$ cat config.mk
export PLATFORM = sky130hd
export DESIGN_NAME = storage_access
export DESIGN_NICKNAME = d
export VERILOG_FILES = /design/src/hw/storage_access.v
export VERILOG_INCLUDE_DIRS = /design/src /design/src/hw
export SDC_FILE = /design/constraint.sdc
export NUM_CORES = 1
export LEC_CHECK = 0
export ABC_AREA = 1
export ABC_CLOCK_PERIOD_IN_PS = 4800
export BUFFER_PORTS_ARGS = -buffer_cell sky130_fd_sc_hd__buf_4
export CAP_MARGIN = 15
export CELL_PAD_IN_SITES_DETAIL_PLACEMENT = 1
export CELL_PAD_IN_SITES_GLOBAL_PLACEMENT = 2
export CORE_MARGIN = 2
export CORE_UTILIZATION = 40
export CTS_CLUSTER_DIAMETER = 40
export DETAILED_ROUTE_END_ITERATION = 12
export HOLD_SLACK_MARGIN = 0.12
export PLACE_DENSITY_LB_ADDON = 0.1
export SETUP_SLACK_MARGIN = 0.5
export SLEW_MARGIN = 20
export SYNTH_ARGS = -nofsm -noshare
export SYNTH_HDL_FRONTEND = slang
export SYNTH_SLANG_ARGS = --single-unit
$ cat constraint.sdc
create_clock -name clock_in -period 4.8 [get_ports clock_in]
set_input_delay 0 -clock clock_in [delete_from_list [all_inputs] [get_ports clock_in]]
set_output_delay 0 -clock clock_in [all_outputs]
set_load 0.1 [all_outputs]
$ cat src/hw/storage_defines.vh
// constants for the byte storage access controller
`ifndef STORAGE_DEFINES_VH
`define STORAGE_DEFINES_VH
// io register addresses (6-bit io space)
`define IO_ADDR_W 6
`define IO_CTRL_ADDR 6'h1C
`define IO_DATA_ADDR 6'h1D
`define IO_ADR_ADDR 6'h1E
// control register bit positions
`define CTL_READ 0
`define CTL_TRIG 1
`define CTL_ARM 2
`define CTL_RDYIE 3
`define CTL_MODE_LO 4
`define CTL_MODE_HI 5
// program modes
`define MODE_ATOMIC 2'h0
`define MODE_ERASE 2'h1
`define MODE_WRITE 2'h2
`define MODE_RSVD 2'h3
// storage geometry
`define ADR_W 6
`define DEPTH 64
`define ERASED_BYTE 8'hFF
`define BYTE_ZERO 8'h00
// stall lengths and arm window in cpu cycles
`define READ_STALL 3'h4
`define PROG_STALL 3'h2
`define ARM_CYCLES 3'h4
// programming times in microseconds
`define T_ATOMIC_US 3400
`define T_SPLIT_US 1800
`endif

$ cat src/hw/storage_access.v
// byte storage access controller with self-timed programming
`timescale 1ns/1ns
`include "storage_defines.vh"

// What this block does
// RULE_01: sixty-four separate bytes, each read and written alone
// RULE_02: address, data, control live in io space
// RULE_03: read stalls the processor four cycles
// RULE_04: program trigger stalls the processor two cycles
// RULE_05: mode zero with arm does erase plus write
// RULE_06: busy bit stays set until programming ends
// RULE_07: no other storage operation while busy
// RULE_08: mode one erases only the addressed byte
// RULE_09: mode two writes only, no erase
// RULE_10: software erases before write-only, else undefined
// RULE_11: programming timed from calibrated oscillator tick
// RULE_12: reset does not abort running programming
// RULE_13: poll busy, then mode, address, data, arm, trigger
// RULE_14: read strobe loads addressed byte into data
// RULE_15: bit set and clear touch only that bit
// RULE_16: address bits seven and six read zero
// RULE_17: arm self-clears after four cycles, gates trigger
// RULE_18: mode writes ignored while busy, reset clears mode; a reset while busy leaves mode unchanged
// RULE_19: atomic 3.4 ms, split 1.8 ms, mode three reserved
// RULE_20: linear address 0 to 63, frozen while busy
// RULE_21: reserved mode trigger starts nothing
module storage_access #(
  parameter OSC_KHZ = 9600,
  parameter [31:0] ATOMIC_TICKS = `T_ATOMIC_US * OSC_KHZ / 1000,
  parameter [31:0] SPLIT_TICKS = `T_SPLIT_US * OSC_KHZ / 1000
) (
  // clock, reset, enable
  input wire clock_in,
  input wire nrst_in,
  input wire clk_en_in,
  // calibrated oscillator level, counted once per period when it stays high for two clock_in cycles
  input wire osc_tick_in,
  // io register port
  input wire [5:0] io_addr_in,
  input wire io_wr_in,
  input wire io_rd_in,
  input wire [7:0] io_wdata_in,
  input wire io_bit_op_in,
  input wire [2:0] io_bit_sel_in,
  input wire io_bit_val_in,
  output reg [7:0] io_rdata_out,
  // cpu stall and status
  output reg cpu_stall_out,
  output reg busy_out
);

  reg [7:0] mem_q [0:`DEPTH-1];
  reg [5:0] adr_q;
  reg [7:0] data_q;
  reg [1:0] mode_q;
  reg rdyie_q;
  reg arm_q;
  reg [2:0] arm_cnt_q;
  reg busy_q;
  reg [1:0] op_q;
  reg [31:0] prog_cnt_q;
  reg [2:0] stall_q;
  reg t1_q, t2_q, t3_q;
  reg lvl_q;
  reg [5:0] op_adr_q;
  reg [7:0] op_data_q;
  reg tick_q;

  wire [7:0] ctrl_rd;
  reg [7:0] wr_val;
  wire wr_ctrl;
  wire wr_data;
  wire wr_adr;
  wire trig;
  wire rd_go;
  wire [31:0] ticks;

  assign ctrl_rd = {2'b00, mode_q, rdyie_q, arm_q, busy_q, 1'b0};

  ////////////////////////////////////////////////////////////////
  // io decode; a bit op rewrites only the selected bit so that no
  // other bit sees a write
  always @* begin
    case (io_addr_in)
      `IO_CTRL_ADDR: wr_val = ctrl_rd;
      `IO_DATA_ADDR: wr_val = data_q;
      `IO_ADR_ADDR: wr_val = {2'b00, adr_q};
      default: wr_val = `BYTE_ZERO;
    endcase
    if (io_bit_op_in) begin
      wr_val[io_bit_sel_in] = io_bit_val_in; // RULE_15
    end else begin
      wr_val = io_wdata_in;
    end
  end

  assign wr_ctrl = clk_en_in && io_wr_in && (io_addr_in == `IO_CTRL_ADDR); // RULE_02
  assign wr_data = clk_en_in && io_wr_in && (io_addr_in == `IO_DATA_ADDR);
  assign wr_adr = clk_en_in && io_wr_in && (io_addr_in == `IO_ADR_ADDR);
  // a trigger only counts when it writes a one into the busy bit, by a byte
  // write or a bit op on that bit, so bit ops on other bits never fire it
  assign trig = wr_ctrl && wr_val[`CTL_TRIG] && arm_q && !busy_q
    && (!io_bit_op_in || io_bit_sel_in == `CTL_TRIG) && mode_q != `MODE_RSVD; // RULE_17 RULE_21
  assign rd_go = wr_ctrl && wr_val[`CTL_READ] && !busy_q; // RULE_07
  assign ticks = (mode_q == `MODE_ATOMIC) ? ATOMIC_TICKS : SPLIT_TICKS; // RULE_19

  ////////////////////////////////////////////////////////////////
  // oscillator tick synchroniser: 3 flops; the level moves only once
  // stages 2 and 3 agree, so a metastable first stage never counts
  always @(posedge clock_in or negedge nrst_in) begin
    if (!nrst_in) begin
      t1_q <= 1'b0;
      t2_q <= 1'b0;
      t3_q <= 1'b0;
      lvl_q <= 1'b0;
      tick_q <= 1'b0;
    end else if (clk_en_in) begin
      t1_q <= osc_tick_in;
      t2_q <= t1_q;
      t3_q <= t2_q;
      if (t2_q == t3_q) begin
        lvl_q <= t3_q;
      end
      tick_q <= t2_q & t3_q & ~lvl_q; // RULE_11
    end
  end

  ////////////////////////////////////////////////////////////////
  // programming engine; never reset so a running operation finishes
  // and the array keeps its contents across reset
  always @(posedge clock_in) begin
    if (clk_en_in) begin
      if (trig) begin
        busy_q <= 1'b1; // RULE_06
        op_q <= mode_q;
        // address and data are latched: a reset during programming clears the
        // address and data registers but must not retarget the byte
        op_adr_q <= adr_q; // RULE_12
        op_data_q <= data_q;
        prog_cnt_q <= ticks;
      end else if (busy_q) begin
        // counting down to zero spends the full number of ticks
        if (prog_cnt_q == 32'h0) begin
          busy_q <= 1'b0; // RULE_06 RULE_12
          case (op_q)
            `MODE_ATOMIC: mem_q[op_adr_q] <= op_data_q; // RULE_05
            `MODE_ERASE: mem_q[op_adr_q] <= `ERASED_BYTE; // RULE_08
            `MODE_WRITE: mem_q[op_adr_q] <= mem_q[op_adr_q] & op_data_q; // RULE_09 RULE_10
            default: mem_q[op_adr_q] <= mem_q[op_adr_q];
          endcase
        end else if (tick_q) begin
          prog_cnt_q <= prog_cnt_q - 32'd1; // RULE_11
        end
      end else begin
        busy_q <= 1'b0;
      end
    end
  end

  ////////////////////////////////////////////////////////////////
  // control, address and data registers
  always @(posedge clock_in or negedge nrst_in) begin
    if (!nrst_in) begin
      adr_q <= 6'h00;
      data_q <= `BYTE_ZERO;
      rdyie_q <= 1'b0;
      arm_q <= 1'b0;
      arm_cnt_q <= 3'h0;
    end else if (clk_en_in) begin
      if (wr_adr && !busy_q) begin
        adr_q <= wr_val[5:0]; // RULE_20 RULE_01
      end
      if (rd_go) begin
        data_q <= mem_q[adr_q]; // RULE_14
      end else if (wr_data) begin
        data_q <= wr_val;
      end
      if (wr_ctrl) begin
        rdyie_q <= wr_val[`CTL_RDYIE];
      end
      // arm window counts down and drops the arm bit itself
      if (wr_ctrl && wr_val[`CTL_ARM] && !arm_q) begin
        arm_q <= 1'b1;
        arm_cnt_q <= `ARM_CYCLES; // RULE_17
      end else if (trig || (arm_q && arm_cnt_q == 3'h1)) begin
        arm_q <= 1'b0; // RULE_17
        arm_cnt_q <= 3'h0;
      end else if (arm_q) begin
        arm_cnt_q <= arm_cnt_q - 3'h1;
      end
    end
  end

  ////////////////////////////////////////////////////////////////
  // mode field; reset clears it only when no programming runs, so it
  // cannot sit in the async reset branch and is cleared on the clock
  always @(posedge clock_in) begin
    if (!nrst_in) begin
      if (!busy_q) begin
        mode_q <= `MODE_ATOMIC; // RULE_18
      end
    end else if (clk_en_in) begin
      if (wr_ctrl && !busy_q) begin
        mode_q <= wr_val[`CTL_MODE_HI:`CTL_MODE_LO]; // RULE_18
      end
    end
  end

  ////////////////////////////////////////////////////////////////
  // cpu stall counter and registered outputs
  always @(posedge clock_in or negedge nrst_in) begin
    if (!nrst_in) begin
      stall_q <= 3'h0;
      cpu_stall_out <= 1'b0;
      busy_out <= 1'b0;
      io_rdata_out <= `BYTE_ZERO;
    end else if (clk_en_in) begin
      if (rd_go) begin
        stall_q <= `READ_STALL - 3'h1; // RULE_03
        cpu_stall_out <= 1'b1;
      end else if (trig) begin
        stall_q <= `PROG_STALL - 3'h1; // RULE_04
        cpu_stall_out <= 1'b1;
      end else if (stall_q != 3'h0) begin
        stall_q <= stall_q - 3'h1;
      end else begin
        cpu_stall_out <= 1'b0;
      end
      busy_out <= busy_q;
      if (io_rd_in) begin
        case (io_addr_in)
          `IO_CTRL_ADDR: io_rdata_out <= ctrl_rd;
          `IO_DATA_ADDR: io_rdata_out <= data_q;
          `IO_ADR_ADDR: io_rdata_out <= {2'b00, adr_q}; // RULE_16
          default: io_rdata_out <= `BYTE_ZERO;
        endcase
      end
    end
  end

endmodule

---- Word-level counts from Yosys, hierarchy flattened ----
Memories as Yosys holds them, arrays and structs flattened. A register that Yosys moved wholly into a read port is not among the register bits.
Index checks and enable logic that the tools add are counted.
word-level totals
  bits of input ports ..................... 25
  memories ................................ 1
  RAM bits ................................ 512
  output and inout port bits .............. 10
  logic and storage cells ................. 149
  register bits ........................... 88
cells by class
  $add $sub $neg .......................... 3
  equal/unequal tests ..................... 14
  multiplexer cells ....................... 57
  bitwise operators ....................... 7
  reduce and logical (&&, ||, !) cells .... 45
  magnitude comparators ................... 2
memory list
  name   words  bits a word  read ports  clocked after memory_dff  write ports  RTL line             source
  mem_q  64     8            2           1                         1            storage_access.v:52  reg [7:0] mem_q [0:`DEPTH-1];
operators with widths
  operator                                                number
  two-way mux 32 bit                                      4
  two-way mux 8 bit                                       6
  logical NOT 32 bit                                      1
  two-way mux 1 bit                                       32
  subtractor 32 x 1 -> 32 bit (second input constant)     1
  case mux 8 bit (3 select lines)                         1
  AND reduction 2 bit                                     10
  == test 6 x 5 -> 1 bit (second input constant)          3
  two-way mux 3 bit                                       6
  logical AND 1 bit                                       17
  two-way mux 14 bit                                      1
  nonzero test 3 bit                                      3
  bitwise AND 8 bit                                       1
  bitwise mux 8 bit                                       1
  two-way mux 2 bit                                       4
  nonzero test 2 bit                                      4
  == test 3 x 1 -> 1 bit (second input constant)          2
  two-way mux 6 bit                                       1
  inequality test 2 bit (second input constant)           3
  subtractor 3 x 1 -> 3 bit (second input constant)       2
  logical NOT 2 bit                                       2
  < comparator 3 x 4 -> 1 bit (second input constant)     1
  inequality test 2 x 1 -> 1 bit (second input constant)  2
  AND reduction 4 bit                                     1
  other kinds (13)                                        19

---- Longest topological paths before layout ----
Gate-level depths: netlist of the first run.
  depth after elaboration ................. 17
  gate-level depth with buffers ........... 14
  depth with buffers taken out ............ 13

---- Worst setup path before layout of the first run ----
OpenSTA, ideal clock, no wires.
  path kind ............................... register -> register
  from .................................... register prog_cnt_q[0]
  to ...................................... memory mem_q[0][0] (data pin)
  setup time .............................. 0.499 ns
  buffers on the path ..................... 0
  data required time ...................... 4.301 ns
  arrival time ............................ 3.217 ns
  cell stages (with the launch flop) ...... 13
  period minus slack after synthesis ...... 3.716 ns
  slack ................................... 1.084 ns
  path through ............................ edfxtp_1 > inv_1 > ha_1 > nand3_2 > nor2_4 > nand2_2 > nor2_4 > nand3_4 > nor2_4 > nand4_4 > nor2_4 > nor2_1 > nor2_1
on the way
  word-level cells in the longest chain between the ends .. 9
  elaborated cells on any way between the ends .. 19
  those cells by class .................... 18 x mux; 1 x reduce/logical
RTL lines
  what                                             RTL line              source
  start: declaration                               storage_access.v:61   reg [31:0] prog_cnt_q;
  start signal: assignment                         storage_access.v:140  prog_cnt_q <= ticks;
  start signal: assignment                         storage_access.v:152  prog_cnt_q <= prog_cnt_q - 32'd1;
  logical NOT 32 bit (*)                           storage_access.v:143  if (prog_cnt_q == 32'h0) begin
  two-way mux 1 bit                                storage_access.v:143
  two-way mux 1 bit                                storage_access.v:141  end else if (busy_q) begin
  two-way mux 1 bit                                storage_access.v:133  if (trig) begin
  two-way mux 1 bit                                storage_access.v:132  if (clk_en_in) begin
  two-way mux 1 bit (no source line)               n/a
  two-way mux 8 bit (no source line) (2 in a row)  n/a
  two-way mux 8 bit (no source line) (*)           n/a
  end: declaration                                 storage_access.v:52
Mark *: on every way between the ends. The rest lies on a longest branch, timed or not.

---- Worst setup path in the final report of the first run ----
  from .................................... input io_addr_in[2]
  to ...................................... register adr_q[5]
on the way
  word-level cells in the longest chain between the ends .. 4
  elaborated cells on any way between the ends .. 9
  those cells by class .................... 3 x eq/ne; 3 x mux; 3 x reduce/logical
RTL lines
  what                                                                  RTL line                                   source
  start: declaration                                                    storage_access.v:39                        input wire [5:0] io_addr_in,
  == test 6 x 5 -> 1 bit                                                storage_access.v:84                        case (io_addr_in)
  case mux 8 bit (3 select lines) or logical AND 1 bit (tied branches)  storage_access.v:84, storage_access.v:99
  bitwise mux 8 bit or logical AND 1 bit (tied branches)                storage_access.v:91, storage_access.v:170
  two-way mux 8 bit or AND reduction 2 bit (tied branches)              n/a
  end signal: assignment                                                storage_access.v:171                       adr_q <= wr_val[5:0];
  end: declaration                                                      storage_access.v:53                        reg [5:0] adr_q;
Several ways; a longest one is shown, not always the timed one.
A chain may end at the register's enable or synchronous reset.

==> metrics.txt, run 1 <==
Cell Chain, Critical Path dlygate4sd3_1, buf_4, nand2_1, nor2_4, dlygate4sd3_1, nand2_2, dlygate4sd3_1, o211ai_1, o21ai_1, nand2_1, dlygate4sd3_1, nand2_1, dlygate4sd3_1, o21ai_0, dlygate4sd3_1; synthesized area per cell approximately 8.7 µm²; Rows just over 100; Worst Path Max Fanout 7; initial antenna violation count 0; Starting Density 40.5%; crit end category flop; die height about 280 µm; Post-Syn Area between 30000 and 40000 µm²; Synth Area in Compound Gates slightly above 6%; CP peak stage delay approximately 0.66 ns; port bufs 34; final wirelength approximately 120 mm; Ys Warns 0; number of global-route vias before repair roughly 28000; CTS tree done; GRT overflow 0; Post-Synth Simple-Gate Area between 30% and 40%; xor/xnor cell area share of the yosys netlist less than 1%; synthesis-to-finish area growth 19.1%; unique cell type count in the Yosys netlist 39; Most common cell on crit path dlygate4sd3_1; post-synthesis register bit count slightly above 600; setup_tns 0 ns; largest net degree at the start of global routing 172; Syn Nets about 3600; Worst EP required around 5.3 ns; Worst Hold Class in -> reg; cells after synthesis 3523; GRT Resource Usage Total between 30 and 40%; RSZ-0062 raised after global routing true; post-synthesis adder-cell area fraction 0.244%; Worst Skew approximately 0.024 ns; gpl congestion 0.855; Starting DRT DRC Count 2345; Worst-Margin Slew approximately 1.1 ns; H-tree depth 3; reg2reg path depth 10; first-pass iteration count of the detailed router 5; post-synth top area share 54.9%; Clk Latency, worst-skew pair a little under 0.7 ns; DP Area approximately 32000 µm²; first-pass GRT wire length 179 mm; Routed Antenna Nets 0; diode count 0; leakage between 10 and 15 nW; final worst-path cycle share just under 90%; total CTS buffers ~110; share of cells above drive strength 1 10.0%; DR WL/cell 25.5 µm; drt drc 0; Seq/Total Area, Yosys 58.3%; Worst slew margin about 28%; clock-pin slew on the worst setup and hold paths 0.05 ns; Synth Flop Type edfxtp_1; max-cap violations 0; post-route cell area 36700 µm²; final setup violating endpoints 0; DP Wirelength between 70 and 80 mm; fraction of registers with async set/reset approximately 6%; CP startpoint kind input pin; core area about 76000 µm²; root buffer cell clkbuf_16; Post-CTS Setup Inserts 0; Buf+Inv Stages, Crit Path 7; status complete, no violations; WP data arrival 4.75 ns; Max Fclk ~0.24 GHz; Worst path depth 15; Post-synth EDFFs roughly 560; CP top delay family buffers and inverters; Max Slew Vio Count 0; Sink Count about 610; Hold Crit Depth 7; crit path time final 4.22 ns; largest family of logic cells by synthesized area simple AND/OR/NAND/NOR gates; clk buf depth 3; die width 281 µm; die footprint slightly below 80000 µm²; mux cell area share after synthesis less than 1%; Vias 27269; largest area contributor in the netlist edfxtp_1; Hold Violations, Final 0; Peak VDD IR about 270 µV; crit path kind in -> reg; Via density approximately 5.8; Ports 35; Synth area leaders edfxtp_1 (55%), nand3_1 (11%), nand2_1 (10%), nor2_1 (7.3%), o21ai_0 (4.6%); Pwr per Cell Area ~400 nW/µm²; post-layout net count 3622; WHS 0.173 ns; slowest CP cell dlygate4sd3_1
sequential cells by signal (all words and copies together) (netlist names), 6 cells and up, named ones only:
signal	count
adr_q	6
io_rdata_out	8
mem_q	512
prog_cnt_q	32
data_q	8
op_data_q	8
op_adr_q	6
Yosys cell counts (2+ instances only):
| library cell | instances |
|---|---|
| a21oi_1 | 39 |
| buf_1 | 31 |
| buf_2 | 59 |
| buf_4 | 2 |
| clkbuf_1 | 135 |
| clkinv_1 | 5 |
| dfrtp_1 | 37 |
| dfxtp_1 | 6 |
| edfxtp_1 | 563 |
| ha_1 | 6 |
| inv_1 | 109 |
| inv_2 | 5 |
| nand2_1 | 837 |
| nand2_2 | 3 |
| nand2_4 | 10 |
| nand3_1 | 679 |
| nand3b_1 | 2 |
| nand4_1 | 7 |
| nor2_1 | 599 |
| nor2_2 | 11 |
| nor2_4 | 6 |
| nor3_1 | 18 |
| nor4_1 | 3 |
| o211ai_1 | 33 |
| o21a_1 | 2 |
| o21ai_0 | 286 |
| or2_2 | 3 |
| xnor2_1 | 4 |
| xor2_1 | 13 |
cell usage in the layout, fill, tap and decap left out, types with 20 or more instances in the layout:
master	count
nor2_1	591
o21ai_0	284
o211ai_1	33
clkbuf_16	115
dlygate4sd3_1	59
dfrtp_1	34
buf_4	102
nand2_1	837
nand3_1	679
a21oi_1	39
inv_1	105
clkinv_2	20
edfxtp_1	563
timing repair:
action | 4_1_cts | 5_1_grt
resized for setup | 0 | 2
hold buffers | 60 | 0
setup endpoints to repair | 0 | 2
hold endpoints to repair | 79 | 0
tightest hold or removal path, stage by stage:
cell and delay [ns]:
buf_4 0.11, nand2_1 0.13, nor2_1 0.14, nand3_1 0.13, nand3_1 0.15, nand2_1 0.10
nand2_1 0.05
metal layers:
metal	part of all wire, %	track usage, %	vias up
met5	0	0	-
met2	47	48.7	1027
met1	44	42.2	13788
met3	6.3	4.39	239
met4	3.4	10.8	0
li1	-	-	12215
where the power goes:
part           internal (mW)  leakage [nW]  total, mW  switching [mW]
registers               5.75          5.58       5.83          0.0739
clock network           4.83          1.77       7.75            2.91
logic                  0.333          6.61       1.10           0.771
total                   10.9          14.0       14.7            3.76
kinds of logic after synthesis:
logic type,count (synthesis)
AND/OR/NAND/NOR,2183
flip-flops,606
AO/OA/AOI/OAI,363
buffers and inverters,347
XOR/XNOR,17
adder cells (fa/ha/maj),6
multiplexers,1
final cells by class:
| class | count | area [µm²] |
|---|---|---|
| Inverter | 120 | 474 |
| Clock inverter | 86 | 795 |
| Tap cell | 1030 | 1290 |
| Timing Repair Buffer | 180 | 1740 |
| Sequential cell | 606 | 18000 |
| Multi-Input combinational cell | 2570 | 11500 |
| Fill cell | 8719 | 39400 |
| Clock buffer | 124 | 2910 |
metrics by stage:
stage               setup slack (ns)  utilization, %  instances  power (mW)
floorplan                       1.08               -       3523        6.55
global placement                1.36            42.6       4446        6.94
detailed placement              1.33            42.6       4446        6.97
CTS                            0.616            48.2       4716        14.7
global route                   0.447            48.2       4716        15.1
finish                         0.584            48.2       4716        14.7
final timing paths:
path | to | slack (ns) | start
max | adr_q[5] | 0.58 | io_addr_in[2]
min | io_rdata_out[2] | 0.17 | io_addr_in[3]
max reg2reg | adr_q[3] | 0.83 | adr_q[3]
min reg2reg | t2_q | 0.47 | t1_q
max in group asynchronous | adr_q[0] | 4.07 | nrst_in
min in group asynchronous | io_rdata_out[2] | 0.50 | nrst_in
No activity file was read; power rests on OpenSTA's default activity.
==> inputs of run 2 (changes only) <==
- ABC_AREA: 1 -> not set
- CORE_UTILIZATION: 40 -> 47
- CTS_CLUSTER_DIAMETER: 40 -> 100
==> metrics.txt, run 2 <==
Post-Syn Area just under 30000 µm²; setup_tns 0 ns; Sw Pwr around 2.6 mW; sequential power share 49.8%; Synth area leaders edfxtp_1 (58%), mux4_2 (11%), mux2i_1 (7.8%), dfrtp_1 (3.2%), nor2_1 (1.9%); Non-Filler Instances 2982; RSZ-0062 raised after global routing false; max-cap violations 0; gpl congestion 0.889; share of cells above drive strength 1 about 23%; Worst slew margin between 15 and 20%; Seq/Total Area, Yosys approximately 61%; Sink Count 606; final worst-path cycle share a little under 90%; wire length on met1 approximately 40 mm; area taken by multi-input logic gates 10700 µm²; Post-synth EDFFs between 500 and 600; Rows 91; Worst Path Max Fanout 48; unique cell type count in the Yosys netlist 70; DP Wirelength around 63 mm; post-synthesis register bit count approximately 610; Top reg by flops mem_q; H-tree depth 3; DR WL/cell approximately 33 µm; Worst Hold Class in -> reg; Routed Antenna Nets 0; Pwr per Cell Area 346 nW/µm²; combinational share of power about 5.7%; Hold Violations, Final 0; crit end category flop; Int Pwr 9.08 mW; core area a little over 60000 µm²; Worst EP required 5.13 ns; Fillers between 5000 and 6000; leakage approximately 11 nW; post-layout net count approximately 2100; metal2 WL 45.7 mm; cells after synthesis 1950; max reg flops about 500; GRT overflow 0; Starting DRT DRC Count roughly 2000; Tot Pwr 11.7 mW; clk buf depth 3; biggest regs mem_q (512), prog_cnt_q (32); crit path time final roughly 4.2 ns; die footprint between 60000 and 70000 µm²; Starting Density 47.5%; Synth Flop Type edfxtp_1; number of global-route vias before repair between 20000 and 25000; fraction of registers with async set/reset a little over 6%; commonest non-fill, non-tap cell in the layout edfxtp_1; Ys Warns 0; root buffer cell clkbuf_16; WHS approximately 0.18 ns; Syn Nets 1981; met3 WL post-DR between 8 and 9 mm; synthesis-to-finish area growth 15.5%; GRT Resource Usage Total a little under a third; Placed Instances around 2800; drt drc 0; clock-pin slew on the worst setup and hold paths around 0.06 ns; CP startpoint kind flop; top routing layer in use met5; switch share between 20 and 25%; first-pass GRT wire length 141 mm; Worst-Margin Slew around 1.2 ns; CTS tree done; total CTS buffers 70; Max Fclk approximately 0.24 GHz; Via density roughly 6.5; crit path kind reg -> reg; largest net degree at the start of global routing 81; most common cell in the netlist edfxtp_1; Max Slew Vio Count 0; post-synth top area share between 50% and 60%; status complete, no violations; port bufs 34; synthesized area per cell about 15 µm²; largest area contributor in the netlist edfxtp_1; die width around 250 µm; Vias around 19000; final setup violating endpoints 0; Peak VDD IR 284 µV; diode count 0; most frequent cells in the layout edfxtp_1 (563), mux2i_1 (229), buf_4 (158); Ports 35; initial antenna violation count 1; most frequent cells after synthesis edfxtp_1 (563), mux2i_1 (229), mux4_2 (149); Clk network pwr share between 40% and 50%; WP data arrival 4.57 ns; Register Area about 18000 µm²; Worst Skew 0.0332 ns; Clk Latency, worst-skew pair ~0.62 ns; first-pass iteration count of the detailed router 5; die height around 250 µm; final wirelength slightly below 100 mm
run 2: changes by cell type in the layout (fill, tap and decap cells not counted), moves of 28 or more:
cell	delta
clkbuf_16	-44
inv_1	-84
mux2_2	+31
nand3_1	-645
mux4_2	+149
buf_4	+56
mux2i_1	+229
a22oi_1	+28
o21ai_0	-252
nand2_1	-726
a221oi_1	+35
nor2_1	-446
run 2: final timing paths:
check                                 start     endpoint  slack (ns)  cells past startpoint
setup reg to reg                       flop  mem_q[7][0]        0.56                      8
setup / recovery                       flop  mem_q[7][0]        0.56                      8
max in group asynchronous           nrst_in     adr_q[1]        4.09                      4
min in group asynchronous           nrst_in   stall_q[0]        0.49                      4
hold reg to reg                       lvl_q       tick_q        0.45                      1
hold / removal             io_bit_sel_in[2]    data_q[2]        0.18                      7
run 2: critical path, stage by stage, from the launching register on:
cell	delay, ns
dfxtp_4	0.89
buf_12	0.34
mux2i_1	0.11
a22oi_1	0.25
o22ai_1	0.12
a311oi_1	0.83
o31ai_1	0.23
a211oi_4	0.58
buf_4	0.55
run 2: final cells by class:
cell class              instances  area share (%)
flip-flops and latches        606            53.1
multi-input cells            1183            31.7
clock buffers                  90            5.46
repair buffers                210            5.34
well taps                     837            3.10
clock inverters                35           0.991
inverters                      21           0.233
run 2: cells by family after synthesis:
logic type / after synthesis / share of synthesized area, %
AOI/OAI and AO/OA: 300 / 7.37
xor gates and xnor gates: 30 / 0.897
adders and majority gates: 6 / 0.256
buffers and inverters: 162 / 2.50
DFF: 606 / 61.3
muxes: 410 / 20.5
and+or+nand+nor: 436 / 7.16
run 2: repair_timing:
| item | in CTS | in global routing |
|---|---|---|
| setup buffers | 0 | 0 |
| hold buffers | 43 | 0 |
| endpoints found under the setup margin | 0 | 40 |
| hold endpoints to repair | 79 | 0 |
| resized for setup | 0 | 1 |
run 2: routing by layer:
metal / vias to the layer above / track usage [%]
met5: - / 0
met4: 2 / 11.6
met3: 184 / 5.51
met2: 928 / 49.1
met1: 10178 / 42.3
li1: 8092 / -
run 2: power by group through the flow:
stage	combinational (mW)	clock, mW	sequential (mW)
finish	0.672	5.21	5.83
global route	0.724	5.47	5.84
CTS	0.667	5.29	5.83
detailed placement	0.636	0	5.94
global placement	0.622	0	5.94
floorplan	0.411	0	5.91
run 2: through the flow:
step	setup WS, ns	cell area, µm²	utilization (%)
detailed placement	0.663	31200	50.5
CTS	0.657	33800	54.8
global placement	0.838	31200	50.5
finish	0.557	33800	54.8
floorplan	0.908	29300	-
global route	0.564	33800	54.8
